## config.mk

```make
export PLATFORM = sky130hd
export DESIGN_NAME = frequent_start_limiter
export DESIGN_NICKNAME = d
export VERILOG_FILES = /design/src/hdl/fsl_pkg.sv /design/src/hdl/cycle_tick.sv /design/src/hdl/seq_divider.sv /design/src/hdl/frequent_start_limiter.sv
export SDC_FILE = /design/constraint.sdc
export NUM_CORES = 2
export LEC_CHECK = 0
export BUFFER_PORTS_ARGS = -buffer_cell sky130_fd_sc_hd__buf_2
export CORE_MARGIN = 5
export CORE_UTILIZATION = 45
export CTS_BUF_LIST = sky130_fd_sc_hd__clkbuf_2
export CTS_CLUSTER_DIAMETER = 30
export CTS_CLUSTER_SIZE = 16
export DETAILED_ROUTE_END_ITERATION = 8
export PLACE_DENSITY_LB_ADDON = 0.1
export SLEW_MARGIN = 20
export SYNTH_ARGS = -nofsm -noshare
export SYNTH_HDL_FRONTEND = slang
export SYNTH_HIERARCHICAL = 1
export SYNTH_SLANG_ARGS = --single-unit
export TNS_END_PERCENT = 30
```

## constraint.sdc

```tcl
create_clock -name clk -period 23 [get_ports clk]
set_clock_uncertainty 0.2 [all_clocks]
set_input_delay 2.3 -clock clk [delete_from_list [all_inputs] [get_ports clk]]
set_output_delay 2.3 -clock clk [all_outputs]
set_load 0.005 [all_outputs]
```

## src/hdl/fsl_pkg.sv

```systemverilog
// constants, register map and types of the frequent start limiter
//
// Overview of operation
// each start adds the applicable safe stall time to the starts counter
// start stress uses only settings, never the measured start duration
// counter bleeds down each program cycle by starts times stall over the period
// counter is recomputed every program cycle, not only at starts
// alarm is raised while exactly one start remains; with one allowed start per period it is never raised
// inhibit is raised when no start remains, held until one is back
// inhibit is also raised while the minimum spacing since last start runs
// motor is hot when used thermal capacity exceeds the hot limit, default 70%
// while hot and inhibited the counter decays at the hot rate
// below the hot limit the counter decays at the cold rate
// hot and cold separation needs valid status from the thermal overload function
// starts come from the internal start indication only
// condition reports normal, start, trip or blocked
// inhibit time, alarm time, starts used and starts available are readable
// cold safe stall time in 0.1 s, default 20.0 s, zero means use hot
// motor data is stored once and exported to all other functions
// allowed starts per period kept for cold and hot, defaults 3 and 2
// period length in whole hours, default one hour
// minimum spacing between starts in 0.1 s, default 20.0 s
// hot safe stall time default 15.0 s, used while hot
// a block condition reports blocked instead of alarm or inhibit
package fsl_pkg;
	// ---------------------------------------------------------------
	// timing
	// ---------------------------------------------------------------
	localparam int CLK_HZ           = 25_000_000;
	localparam int CYCLE_MS         = 100;
	localparam int CYCLE_CLOCKS     = CLK_HZ / 1000 * CYCLE_MS;
	localparam int CYCLES_PER_S     = 1000 / CYCLE_MS;
	localparam int SECONDS_PER_HOUR = 3600;
	localparam int CYCLES_PER_HOUR  = SECONDS_PER_HOUR * CYCLES_PER_S;
	// ---------------------------------------------------------------
	// field widths
	// ---------------------------------------------------------------
	localparam int THETA_W = 10;
	localparam int TIME_W  = 13;
	localparam int NUM_W   = 7;
	// ---------------------------------------------------------------
	// register offsets
	// ---------------------------------------------------------------
	localparam logic [7:0] ADDR_CTRL      = 8'h00;
	localparam logic [7:0] ADDR_HOT_LIMIT = 8'h04;
	localparam logic [7:0] ADDR_STALL_HOT = 8'h08;
	localparam logic [7:0] ADDR_STALL_CLD = 8'h0C;
	localparam logic [7:0] ADDR_STARTS    = 8'h10;
	localparam logic [7:0] ADDR_PERIOD    = 8'h14;
	localparam logic [7:0] ADDR_SPACING   = 8'h18;
	localparam logic [7:0] ADDR_STATUS    = 8'h1C;
	localparam logic [7:0] ADDR_COUNTS    = 8'h20;
	localparam logic [7:0] ADDR_INH_TIME  = 8'h24;
	localparam logic [7:0] ADDR_ALM_TIME  = 8'h28;
	localparam logic [7:0] ADDR_COUNTER   = 8'h2C;
	// ---------------------------------------------------------------
	// field positions
	// ---------------------------------------------------------------
	localparam int STARTS_HOT_LSB = 8;
	localparam int STAT_ALARM     = 2;
	localparam int STAT_INHIBIT   = 3;
	localparam int STAT_HOT       = 4;
	localparam int STAT_SPACING   = 5;
	localparam int AVAIL_LSB      = 8;
	// ---------------------------------------------------------------
	// reset values
	// ---------------------------------------------------------------
	localparam logic                RST_ENABLE      = 1'b1;
	localparam logic [THETA_W-1:0]  RST_HOT_LIMIT   = 10'h2BC;
	localparam logic [TIME_W-1:0]   RST_STALL_HOT   = 13'h0096;
	localparam logic [TIME_W-1:0]   RST_STALL_CLD   = 13'h00C8;
	localparam logic [NUM_W-1:0]    RST_STARTS_CLD  = 7'h03;
	localparam logic [NUM_W-1:0]    RST_STARTS_HOT  = 7'h02;
	localparam logic [NUM_W-1:0]    RST_PERIOD_H    = 7'h01;
	localparam logic [TIME_W-1:0]   RST_MIN_SPACING = 13'h00C8;

	typedef enum logic [1:0] {COND_NORMAL, COND_START, COND_TRIP, COND_BLOCKED} cond_e;
endpackage

```

## src/hdl/cycle_tick.sv

```systemverilog
// program cycle enable pulse from the system clock
`timescale 1ns/1ps
module cycle_tick #(
	parameter int CLOCKS = 2_500_000
) (
	input  wire logic clk,
	input  wire logic rst,
	output logic      tick
);
	localparam int CW = $clog2(CLOCKS);
	logic [CW-1:0] cnt;

	if (CLOCKS < 64) begin : g_clocks_check
		$error("cycle_tick: CLOCKS below 64 starves the drain loop");
	end

	always_ff @(posedge clk or posedge rst) begin
		if (rst) begin
			cnt  <= '0;
			tick <= 1'b0;
		end else if (cnt == CW'(CLOCKS - 1)) begin
			cnt  <= '0;
			tick <= 1'b1;
		end else begin
			cnt  <= cnt + 1'b1;
			tick <= 1'b0;
		end
	end
endmodule

```

## src/hdl/seq_divider.sv

```systemverilog
// restoring divider, one quotient bit per clock
`timescale 1ns/1ps
module seq_divider #(
	parameter int WIDTH = 40
) (
	input  wire logic             clk,
	input  wire logic             rst,
	input  wire logic             go,
	input  wire logic [WIDTH-1:0] num,
	input  wire logic [WIDTH-1:0] den,
	output logic                  busy,
	output logic                  done,
	output logic [WIDTH-1:0]      quot
);
	localparam int CW = $clog2(WIDTH + 1);
	logic [WIDTH-1:0] rem;
	logic [WIDTH-1:0] dvs;
	logic [CW-1:0]    left;
	logic [WIDTH:0]   trial;

	if (WIDTH < 2) begin : g_width_check
		$error("seq_divider: WIDTH below 2");
	end

	assign trial = {rem, quot[WIDTH-1]} - {1'b0, dvs};

	always_ff @(posedge clk or posedge rst) begin
		if (rst) begin
			rem  <= '0;
			dvs  <= '0;
			quot <= '0;
			left <= '0;
			busy <= 1'b0;
			done <= 1'b0;
		end else begin
			done <= 1'b0;
			if (go && !busy) begin
				rem  <= '0;
				dvs  <= den;
				quot <= num;
				left <= CW'(WIDTH);
				busy <= 1'b1;
			end else if (busy) begin
				if (!trial[WIDTH]) begin
					rem  <= trial[WIDTH-1:0];
					quot <= {quot[WIDTH-2:0], 1'b1};
				end else begin
					rem  <= {rem[WIDTH-2:0], quot[WIDTH-1]};
					quot <= {quot[WIDTH-2:0], 1'b0};
				end
				left <= left - 1'b1;
				if (left == CW'(1)) begin
					busy <= 1'b0;
					done <= 1'b1;
				end
			end
		end
	end
endmodule

```

## src/hdl/frequent_start_limiter.sv

```systemverilog
// frequent start limiter with AHB-Lite settings and status
`timescale 1ns/1ps
module frequent_start_limiter #(
	parameter int CYCLE_CLOCKS = fsl_pkg::CYCLE_CLOCKS
) (
	input  wire logic                        clk,
	input  wire logic                        rst,
	input  wire logic                        hsel,
	input  wire logic [31:0]                 haddr,
	input  wire logic [1:0]                  htrans,
	input  wire logic                        hwrite,
	input  wire logic [2:0]                  hsize,
	input  wire logic [31:0]                 hwdata,
	input  wire logic                        hready,
	output logic                             hreadyout,
	output logic [31:0]                      hrdata,
	output logic                             hresp,
	input  wire logic                        motor_start_indication,
	input  wire logic [fsl_pkg::THETA_W-1:0] thermal_used_permille,
	input  wire logic                        thermal_status_valid,
	input  wire logic                        block_pin,
	output logic                             start_alarm,
	output logic                             restart_inhibit,
	output fsl_pkg::cond_e                   condition,
	output logic [7:0]                       starts_used,
	output logic [7:0]                       starts_available,
	output logic [19:0]                      inhibit_time_s,
	output logic [19:0]                      alarm_time_s,
	output logic [fsl_pkg::THETA_W-1:0]      hot_limit_setting,
	output logic [fsl_pkg::TIME_W-1:0]       stall_hot_setting,
	output logic [fsl_pkg::TIME_W-1:0]       stall_cold_setting
);
	localparam int DW = 40;
	typedef enum {SEQ_IDLE, SEQ_USED, SEQ_INH, SEQ_ALM} seq_e;

	logic                        enable;
	logic [fsl_pkg::TIME_W-1:0]  stall_cold;
	logic [fsl_pkg::NUM_W-1:0]   starts_cold;
	logic [fsl_pkg::NUM_W-1:0]   starts_hot;
	logic [fsl_pkg::NUM_W-1:0]   period_h;
	logic [fsl_pkg::TIME_W-1:0]  min_spacing;
	logic [7:0]                  wr_addr;
	logic [7:0]                  rd_addr;
	logic                        wr_pend;
	logic                        rd_pend;
	logic [1:0]                  blk_sync;
	logic                        blocked;
	logic                        start_q;
	logic                        start_edge;
	logic                        tick;
	logic                        hot;
	logic [fsl_pkg::TIME_W-1:0]  stall;
	logic [fsl_pkg::NUM_W-1:0]   n_allow;
	logic [19:0]                 cap_full;
	logic [19:0]                 inh_th;
	logic [19:0]                 alm_lo;
	logic [22:0]                 period_cycles;
	logic [18:0]                 period_secs;
	logic [20:0]                 counter;
	logic [20:0]                 next_counter;
	logic [22:0]                 acc;
	logic                        draining;
	logic [fsl_pkg::TIME_W-1:0]  since_start;
	logic                        spacing_block;
	logic                        inhibit_raw;
	logic                        alarm_raw;
	seq_e                        seq;
	logic                        launched;
	logic                        div_go;
	logic                        div_busy;
	logic                        div_done;
	logic [DW-1:0]               div_num;
	logic [DW-1:0]               div_den;
	logic [DW-1:0]               div_q;
	logic [31:0]                 rd_mux;

	function automatic logic [fsl_pkg::NUM_W-1:0] at_least_one(input logic [fsl_pkg::NUM_W-1:0] v);
		return (v == '0) ? fsl_pkg::NUM_W'(1) : v;
	endfunction

	function automatic logic [19:0] sat20(input logic [DW-1:0] v);
		return (v > DW'(20'hFFFFF)) ? 20'hFFFFF : v[19:0];
	endfunction

	// ---------------------------------------------------------------
	// AHB-Lite slave
	// ---------------------------------------------------------------
	// reads take one wait state so that a write just before is seen
	assign hreadyout = !rd_pend;
	assign hresp     = 1'b0;

	always_ff @(posedge clk or posedge rst) begin
		if (rst) begin
			wr_pend <= 1'b0;
			rd_pend <= 1'b0;
			wr_addr <= '0;
			rd_addr <= '0;
		end else begin
			wr_pend <= 1'b0;
			rd_pend <= 1'b0;
			if (hsel && htrans[1] && hready) begin
				wr_pend <= hwrite;
				rd_pend <= !hwrite;
				wr_addr <= {haddr[7:2], 2'b00};
				rd_addr <= {haddr[7:2], 2'b00};
			end
		end
	end

	always_ff @(posedge clk or posedge rst) begin
		if (rst) begin
			enable             <= fsl_pkg::RST_ENABLE;
			hot_limit_setting  <= fsl_pkg::RST_HOT_LIMIT;
			stall_hot_setting  <= fsl_pkg::RST_STALL_HOT;
			stall_cold         <= fsl_pkg::RST_STALL_CLD;
			starts_cold        <= fsl_pkg::RST_STARTS_CLD;
			starts_hot         <= fsl_pkg::RST_STARTS_HOT;
			period_h           <= fsl_pkg::RST_PERIOD_H;
			min_spacing        <= fsl_pkg::RST_MIN_SPACING;
		end else if (wr_pend) begin
			case (wr_addr)
				fsl_pkg::ADDR_CTRL: enable <= hwdata[0];
				fsl_pkg::ADDR_HOT_LIMIT: hot_limit_setting <= hwdata[fsl_pkg::THETA_W-1:0];
				fsl_pkg::ADDR_STALL_HOT: begin
					// zero stall would make every start free
					stall_hot_setting <= (hwdata[12:0] == '0) ? 13'h0001 : hwdata[12:0];
				end
				fsl_pkg::ADDR_STALL_CLD: stall_cold <= hwdata[fsl_pkg::TIME_W-1:0];
				fsl_pkg::ADDR_STARTS: begin
					starts_cold <= at_least_one(hwdata[fsl_pkg::NUM_W-1:0]);
					starts_hot  <= at_least_one(hwdata[fsl_pkg::STARTS_HOT_LSB +: fsl_pkg::NUM_W]);
				end
				fsl_pkg::ADDR_PERIOD: period_h <= at_least_one(hwdata[fsl_pkg::NUM_W-1:0]);
				fsl_pkg::ADDR_SPACING: min_spacing <= hwdata[fsl_pkg::TIME_W-1:0];
				default: ;
			endcase
		end
	end

	always_comb begin
		rd_mux = '0;
		case (rd_addr)
			fsl_pkg::ADDR_CTRL: rd_mux = {31'h0, enable};
			fsl_pkg::ADDR_HOT_LIMIT: rd_mux = {22'h0, hot_limit_setting};
			fsl_pkg::ADDR_STALL_HOT: rd_mux = {19'h0, stall_hot_setting};
			fsl_pkg::ADDR_STALL_CLD: rd_mux = {19'h0, stall_cold};
			fsl_pkg::ADDR_STARTS: rd_mux = {17'h0, starts_hot, 1'b0, starts_cold};
			fsl_pkg::ADDR_PERIOD: rd_mux = {25'h0, period_h};
			fsl_pkg::ADDR_SPACING: rd_mux = {19'h0, min_spacing};
			fsl_pkg::ADDR_STATUS: begin
				rd_mux[1:0]                   = condition;
				rd_mux[fsl_pkg::STAT_ALARM]   = start_alarm;
				rd_mux[fsl_pkg::STAT_INHIBIT] = restart_inhibit;
				rd_mux[fsl_pkg::STAT_HOT]     = hot;
				rd_mux[fsl_pkg::STAT_SPACING] = spacing_block;
			end
			fsl_pkg::ADDR_COUNTS: rd_mux = {16'h0, starts_available, starts_used};
			fsl_pkg::ADDR_INH_TIME: rd_mux = {12'h0, inhibit_time_s};
			fsl_pkg::ADDR_ALM_TIME: rd_mux = {12'h0, alarm_time_s};
			fsl_pkg::ADDR_COUNTER: rd_mux = {11'h0, counter};
			default: rd_mux = '0;
		endcase
	end

	always_ff @(posedge clk or posedge rst) begin
		if (rst) begin
			hrdata <= '0;
		end else if (rd_pend) begin
			hrdata <= rd_mux;
		end
	end

	// ---------------------------------------------------------------
	// inputs and motor data
	// ---------------------------------------------------------------
	always_ff @(posedge clk or posedge rst) begin
		if (rst) begin
			blk_sync <= '0;
			start_q  <= 1'b0;
		end else begin
			blk_sync <= {blk_sync[0], block_pin};
			start_q  <= motor_start_indication;
		end
	end

	assign blocked    = blk_sync[1];
	assign start_edge = enable && motor_start_indication && !start_q;

	// settings leave as ports so every user sees an edit in the same cycle
	assign stall_cold_setting = (stall_cold == '0) ? stall_hot_setting : stall_cold;
	assign hot     = thermal_status_valid && (thermal_used_permille > hot_limit_setting);
	assign stall   = hot ? stall_hot_setting : stall_cold_setting;
	assign n_allow = hot ? starts_hot : starts_cold;

	// thresholds in the counter's own unit, start stress from settings only
	assign cap_full      = 20'(n_allow) * 20'(stall);
	assign inh_th        = cap_full - 20'(stall);
	assign alm_lo        = (inh_th >= 20'(stall)) ? inh_th - 20'(stall) : '0;
	assign period_cycles = 23'(period_h) * 23'(fsl_pkg::CYCLES_PER_HOUR);
	assign period_secs   = 19'(period_h) * 19'(fsl_pkg::SECONDS_PER_HOUR);

	cycle_tick #(
		.CLOCKS (CYCLE_CLOCKS)
	) u_tick (
		.clk  (clk),
		.rst  (rst),
		.tick (tick)
	);

	// ---------------------------------------------------------------
	// starts counter
	// ---------------------------------------------------------------
	// the bleed is n*stall per period: each cycle adds n*stall to acc and
	// acc is drained one unit per clock, one period_cycles at a time
	assign draining = !tick && (acc >= 23'(period_cycles)) && (counter != '0);

	always_comb begin
		next_counter = draining ? counter - 1'b1 : counter;
		if (start_edge) begin
			// same stress whatever the start lasts
			if (next_counter > 21'h1FFFFF - 21'(stall)) begin
				next_counter = 21'h1FFFFF;
			end else begin
				next_counter = next_counter + 21'(stall);
			end
		end
	end

	always_ff @(posedge clk or posedge rst) begin
		if (rst) begin
			counter <= '0;
		end else if (!enable) begin
			counter <= '0;
		end else begin
			counter <= next_counter;
		end
	end

	always_ff @(posedge clk or posedge rst) begin
		if (rst) begin
			acc <= '0;
		end else if (!enable || (counter == '0 && !start_edge)) begin
			acc <= '0;
		end else if (tick) begin
			acc <= acc + 23'(cap_full);
		end else if (draining) begin
			acc <= acc - 23'(period_cycles);
		end
	end

	// ---------------------------------------------------------------
	// spacing between starts
	// ---------------------------------------------------------------
	always_ff @(posedge clk or posedge rst) begin
		if (rst) begin
			since_start <= '1;
		end else if (start_edge) begin
			since_start <= '0;
		end else if (tick && since_start != '1) begin
			since_start <= since_start + 1'b1;
		end
	end

	assign spacing_block = since_start < min_spacing;
	assign inhibit_raw   = (counter > 21'(inh_th)) || spacing_block;
	assign alarm_raw     = (counter > 21'(alm_lo)) && (counter <= 21'(inh_th));

	// ---------------------------------------------------------------
	// outputs and condition
	// ---------------------------------------------------------------
	always_ff @(posedge clk or posedge rst) begin
		if (rst) begin
			start_alarm     <= 1'b0;
			restart_inhibit <= 1'b0;
			condition       <= fsl_pkg::COND_NORMAL;
		end else begin
			start_alarm     <= enable && !blocked && alarm_raw;
			restart_inhibit <= enable && !blocked && inhibit_raw;
			if (!enable) begin
				condition <= fsl_pkg::COND_NORMAL;
			end else if (blocked) begin
				condition <= fsl_pkg::COND_BLOCKED;
			end else if (inhibit_raw) begin
				condition <= fsl_pkg::COND_TRIP;
			end else if (alarm_raw) begin
				condition <= fsl_pkg::COND_START;
			end else begin
				condition <= fsl_pkg::COND_NORMAL;
			end
		end
	end

	// ---------------------------------------------------------------
	// figures sequencer
	// ---------------------------------------------------------------
	// one shared divider; figures refresh at the first program cycle tick after the previous three divisions end
	assign div_go = (seq != SEQ_IDLE) && !launched;

	always_comb begin
		div_den = DW'(stall);
		div_num = DW'(counter) + DW'(stall) - 1'b1;
		case (seq)
			SEQ_INH: begin
				div_den = DW'(cap_full);
				div_num = (counter > 21'(inh_th)) ?
					DW'(counter - 21'(inh_th)) * DW'(period_secs) + DW'(cap_full) - 1'b1 : '0;
			end
			SEQ_ALM: begin
				div_den = DW'(cap_full);
				div_num = (counter > 21'(alm_lo)) ?
					DW'(counter - 21'(alm_lo)) * DW'(period_secs) + DW'(cap_full) - 1'b1 : '0;
			end
			default: ;
		endcase
	end

	seq_divider #(
		.WIDTH (DW)
	) u_div (
		.clk  (clk),
		.rst  (rst),
		.go   (div_go),
		.num  (div_num),
		.den  (div_den),
		.busy (div_busy),
		.done (div_done),
		.quot (div_q)
	);

	always_ff @(posedge clk or posedge rst) begin
		if (rst) begin
			seq              <= SEQ_IDLE;
			launched         <= 1'b0;
			starts_used      <= '0;
			starts_available <= '0;
			inhibit_time_s   <= '0;
			alarm_time_s     <= '0;
		end else begin
			if (div_go) launched <= 1'b1;
			case (seq)
				SEQ_IDLE: if (tick) seq <= SEQ_USED;
				SEQ_USED: if (div_done) begin
					starts_used      <= 8'(sat20(div_q));
					starts_available <= (div_q < DW'(n_allow)) ? 8'(DW'(n_allow) - div_q) : '0;
					launched         <= 1'b0;
					seq              <= SEQ_INH;
				end
				SEQ_INH: if (div_done) begin
					inhibit_time_s <= sat20(div_q);
					launched       <= 1'b0;
					seq            <= SEQ_ALM;
				end
				SEQ_ALM: if (div_done) begin
					alarm_time_s <= sat20(div_q);
					launched     <= 1'b0;
					seq          <= SEQ_IDLE;
				end
				default: seq <= SEQ_IDLE;
			endcase
		end
	end
endmodule

```

==> flow_metrics.tcl <==
set metrics [dict create \
    outcome "completed" \
    rr_worst_depth 80 \
    critPathMaxStageDelay_ps 560 \
    fin_crit_sh_pct 93.99 \
    dp_hpwl_um 152400 \
    finalSetupTns_ps 0 \
    die_w_um 372.9 \
    cp-start-kind "primary input" \
    synthDistinctLibCells 114 \
    wl_per_cell_um 21.25 \
    whs_ps 173.9 \
    required_ps 23870 \
    initial_utilization_pct 45.19 \
    grt_max_degree 100 \
    setup_violations 0 \
    path_clk_slew_ps 150 \
    worst_path_most_repeated_cell "fa_1" \
    die_y_um 372.9 \
    setup_ws_ps 1383 \
    totalWireLength_um 188400 \
    synthSimpleGateAreaFrac_pct 15.92 \
    synthMuxAreaShare_pct 3.800 \
    h-tree-depth 3 \
    clock_sinks 374 \
    core_area_um2 131100 \
    ys_top_cells_by_area "fa_1, dfrtp_1, ha_1" \
    reg2reg_from "hot_limit_setting[7]" \
    ys_seq_area_share_pct 15.86 \
    regArea_um2 9409 \
    drt_first_iter_violations 3575 \
    fill_cells 13070 \
    synthXorXnorAreaFrac_pct 5.958 \
    mostFrequentLayoutCells "inv_1, nand2_1, fa_1" \
    die_area_um2 139100 \
    grt_pass1_vias 49670 \
    rsz0062_at_grt "false" \
    multiInputGateArea_um2 45130 \
    worstPathArrival_ps 22490 \
    period_needed_ps 21620 \
    yosys.area_share.adder_pct 35.50 \
    num_io_pins 217 \
    timing.fmax_ghz 0.04626 \
    dp.cells 8684 \
    post_cts_resized 0 \
    ys_async_sr_fraction_pct 100.0 \
    grt_pass1_wl_um 294800 \
    finalNonFillerCells 8864 \
    cts_buffers 93 \
    vias 49090 \
    cp-end-kind "flop" \
    viasPerCell 5.538 \
    drc 0 \
    synth_seq_cells 374 \
    synth_compound_area_share_pct 14.56 \
    gp_congestion 0.9545 \
    path_max_fanout 18 \
    syn_area_um2 59260 \
    crit_slowest_cell "or4_1" \
    insertion_delay_ps 1310 \
    hp-class "reg -> reg" \
    cts_setup_buffers 0 \
    rows 133 \
    relSlewSlack_pct 22.91 \
    track_usage_pct 26.92 \
    synth_top_area_cell "fa_1" \
    worstMarginPinSlew_ps 1148 \
    ctsHoldBuffers 0 \
    gr-total-overflow 0 \
    ctsLongestPathBuffers 3 \
    layout.nets 8376 \
    synth-edff-count 0 \
    io_buffers 157 \
    yosys_warnings 6 \
    rr_endpoint "u_div/quot[39]" \
    yosys_most_used_dff "dfrtp_1" \
    ant_nets 0 \
    final_common_cell "inv_1" \
    path_class "in -> reg" \
    synth_top_family_by_area "adder cells" \
    final_max_slew_viol_count 0 \
    rrSetupSlack_ps 1880 \
    worstSetupEndpoint "u_div/quot[39]" \
    synth_cells 6840 \
    cts_tree "done" \
    dp_slack_ps 394.5 \
    antenna_found_initial 6 \
    cap_violations 0 \
    avgSynthCellArea_um2 8.664 \
    synth_top_area_share_pct 23.34 \
    ctsRootBufferMaster "clkbuf_2" \
    crit_path_start "thermal_used_permille[8]" \
    finalHoldViolCount 0 \
    dr.pass1.iters 6 \
    area_growth_pct 7.968 \
    drive_gt1_share_pct 9.699 \
]
-- registers in the layout (all words and copies together), names as in the netlist, 13 cells and up --
signal	cells
acc	23
alarm_time_s	20
counter	21
hrdata	21
inhibit_time_s	20
min_spacing	13
since_start	13
stall_cold	13
stall_hot_setting	13
u_div/dvs	40
u_div/quot	40
u_div/rem	40
u_tick/cnt	22
-- worst min path at each step --
stage | slack (ps) | from | depth (start not counted) | to
finish | 170 | blk_sync[0] | 0 | blk_sync[1]
detailed placement | 140 | blk_sync[0] | 0 | blk_sync[1]
floorplan | 130 | blk_sync[0] | 0 | blk_sync[1]
CTS | 170 | blk_sync[0] | 0 | blk_sync[1]
global placement | 140 | blk_sync[0] | 0 | blk_sync[1]
global route | 190 | blk_sync[0] | 0 | blk_sync[1]
-- cells by family (layout without fill, tap and decap cells) --
family                     count (synthesis)  after routing
DFF                                      374            374
adders and majority gates               1267           1267
muxes                                    214            214
xor gates and xnor gates                 397            397
buffers and inverters                   1288           1521
other                                      1             37
and+or+nand+nor                         1964           1964
AOI/OAI and AO/OA                       1335           1335
-- critical path: cells and delay by family --
kind | cells | cell delay [ps]
AO/OA/AOI/OAI | 28 | 6160
AND/OR/NAND/NOR | 16 | 3550
multiplexers | 2 | 560
buffers and inverters | 12 | 1160
XOR/XNOR | 5 | 1370
adder cells (fa/ha/maj) | 17 | 7340
-- cell usage after synthesis (158+ instances only) --
master	number
inv_1	1031
nand2_1	727
fa_1	691
ha_1	574
nor2_1	397
a21oi_1	379
dfrtp_1	340
o21ai_0	313
and2_1	261
xnor2_1	240
clkbuf_1	207
a21o_1	158
-- through the flow --
step	utilization, %	instance area [um^2]
detailed placement	47.71	62570
global route	48.79	63980
CTS	48.78	63970
floorplan	-	59380
finish	48.79	63980
global placement	47.71	62570
-- layout make-up --
type	count	share of cell area, %
Clock buffer	97	0.7587
Clock inverter	78	1.435
Antenna cell	5	0.01955
Inverter	1041	6.134
Multi-Input combinational cell	5209	70.53
Tap cell	1755	3.432
Sequential cell	374	14.71
Timing Repair Buffer	305	2.984
-- routing by layer --
layer  global-route usage [%]  routed length [um]  up-vias
met1                    38.61               85760    24520
met3                    5.625               14730      225
met4                    5.588                3899        2
met5                        0                  13        -
met2                    42.25               83950     1373
li1                         -                   -    22970
Power is left out: the tool's default activity adds up to more than one toggle a clock period on the data nets, which glitch-free logic cannot reach.
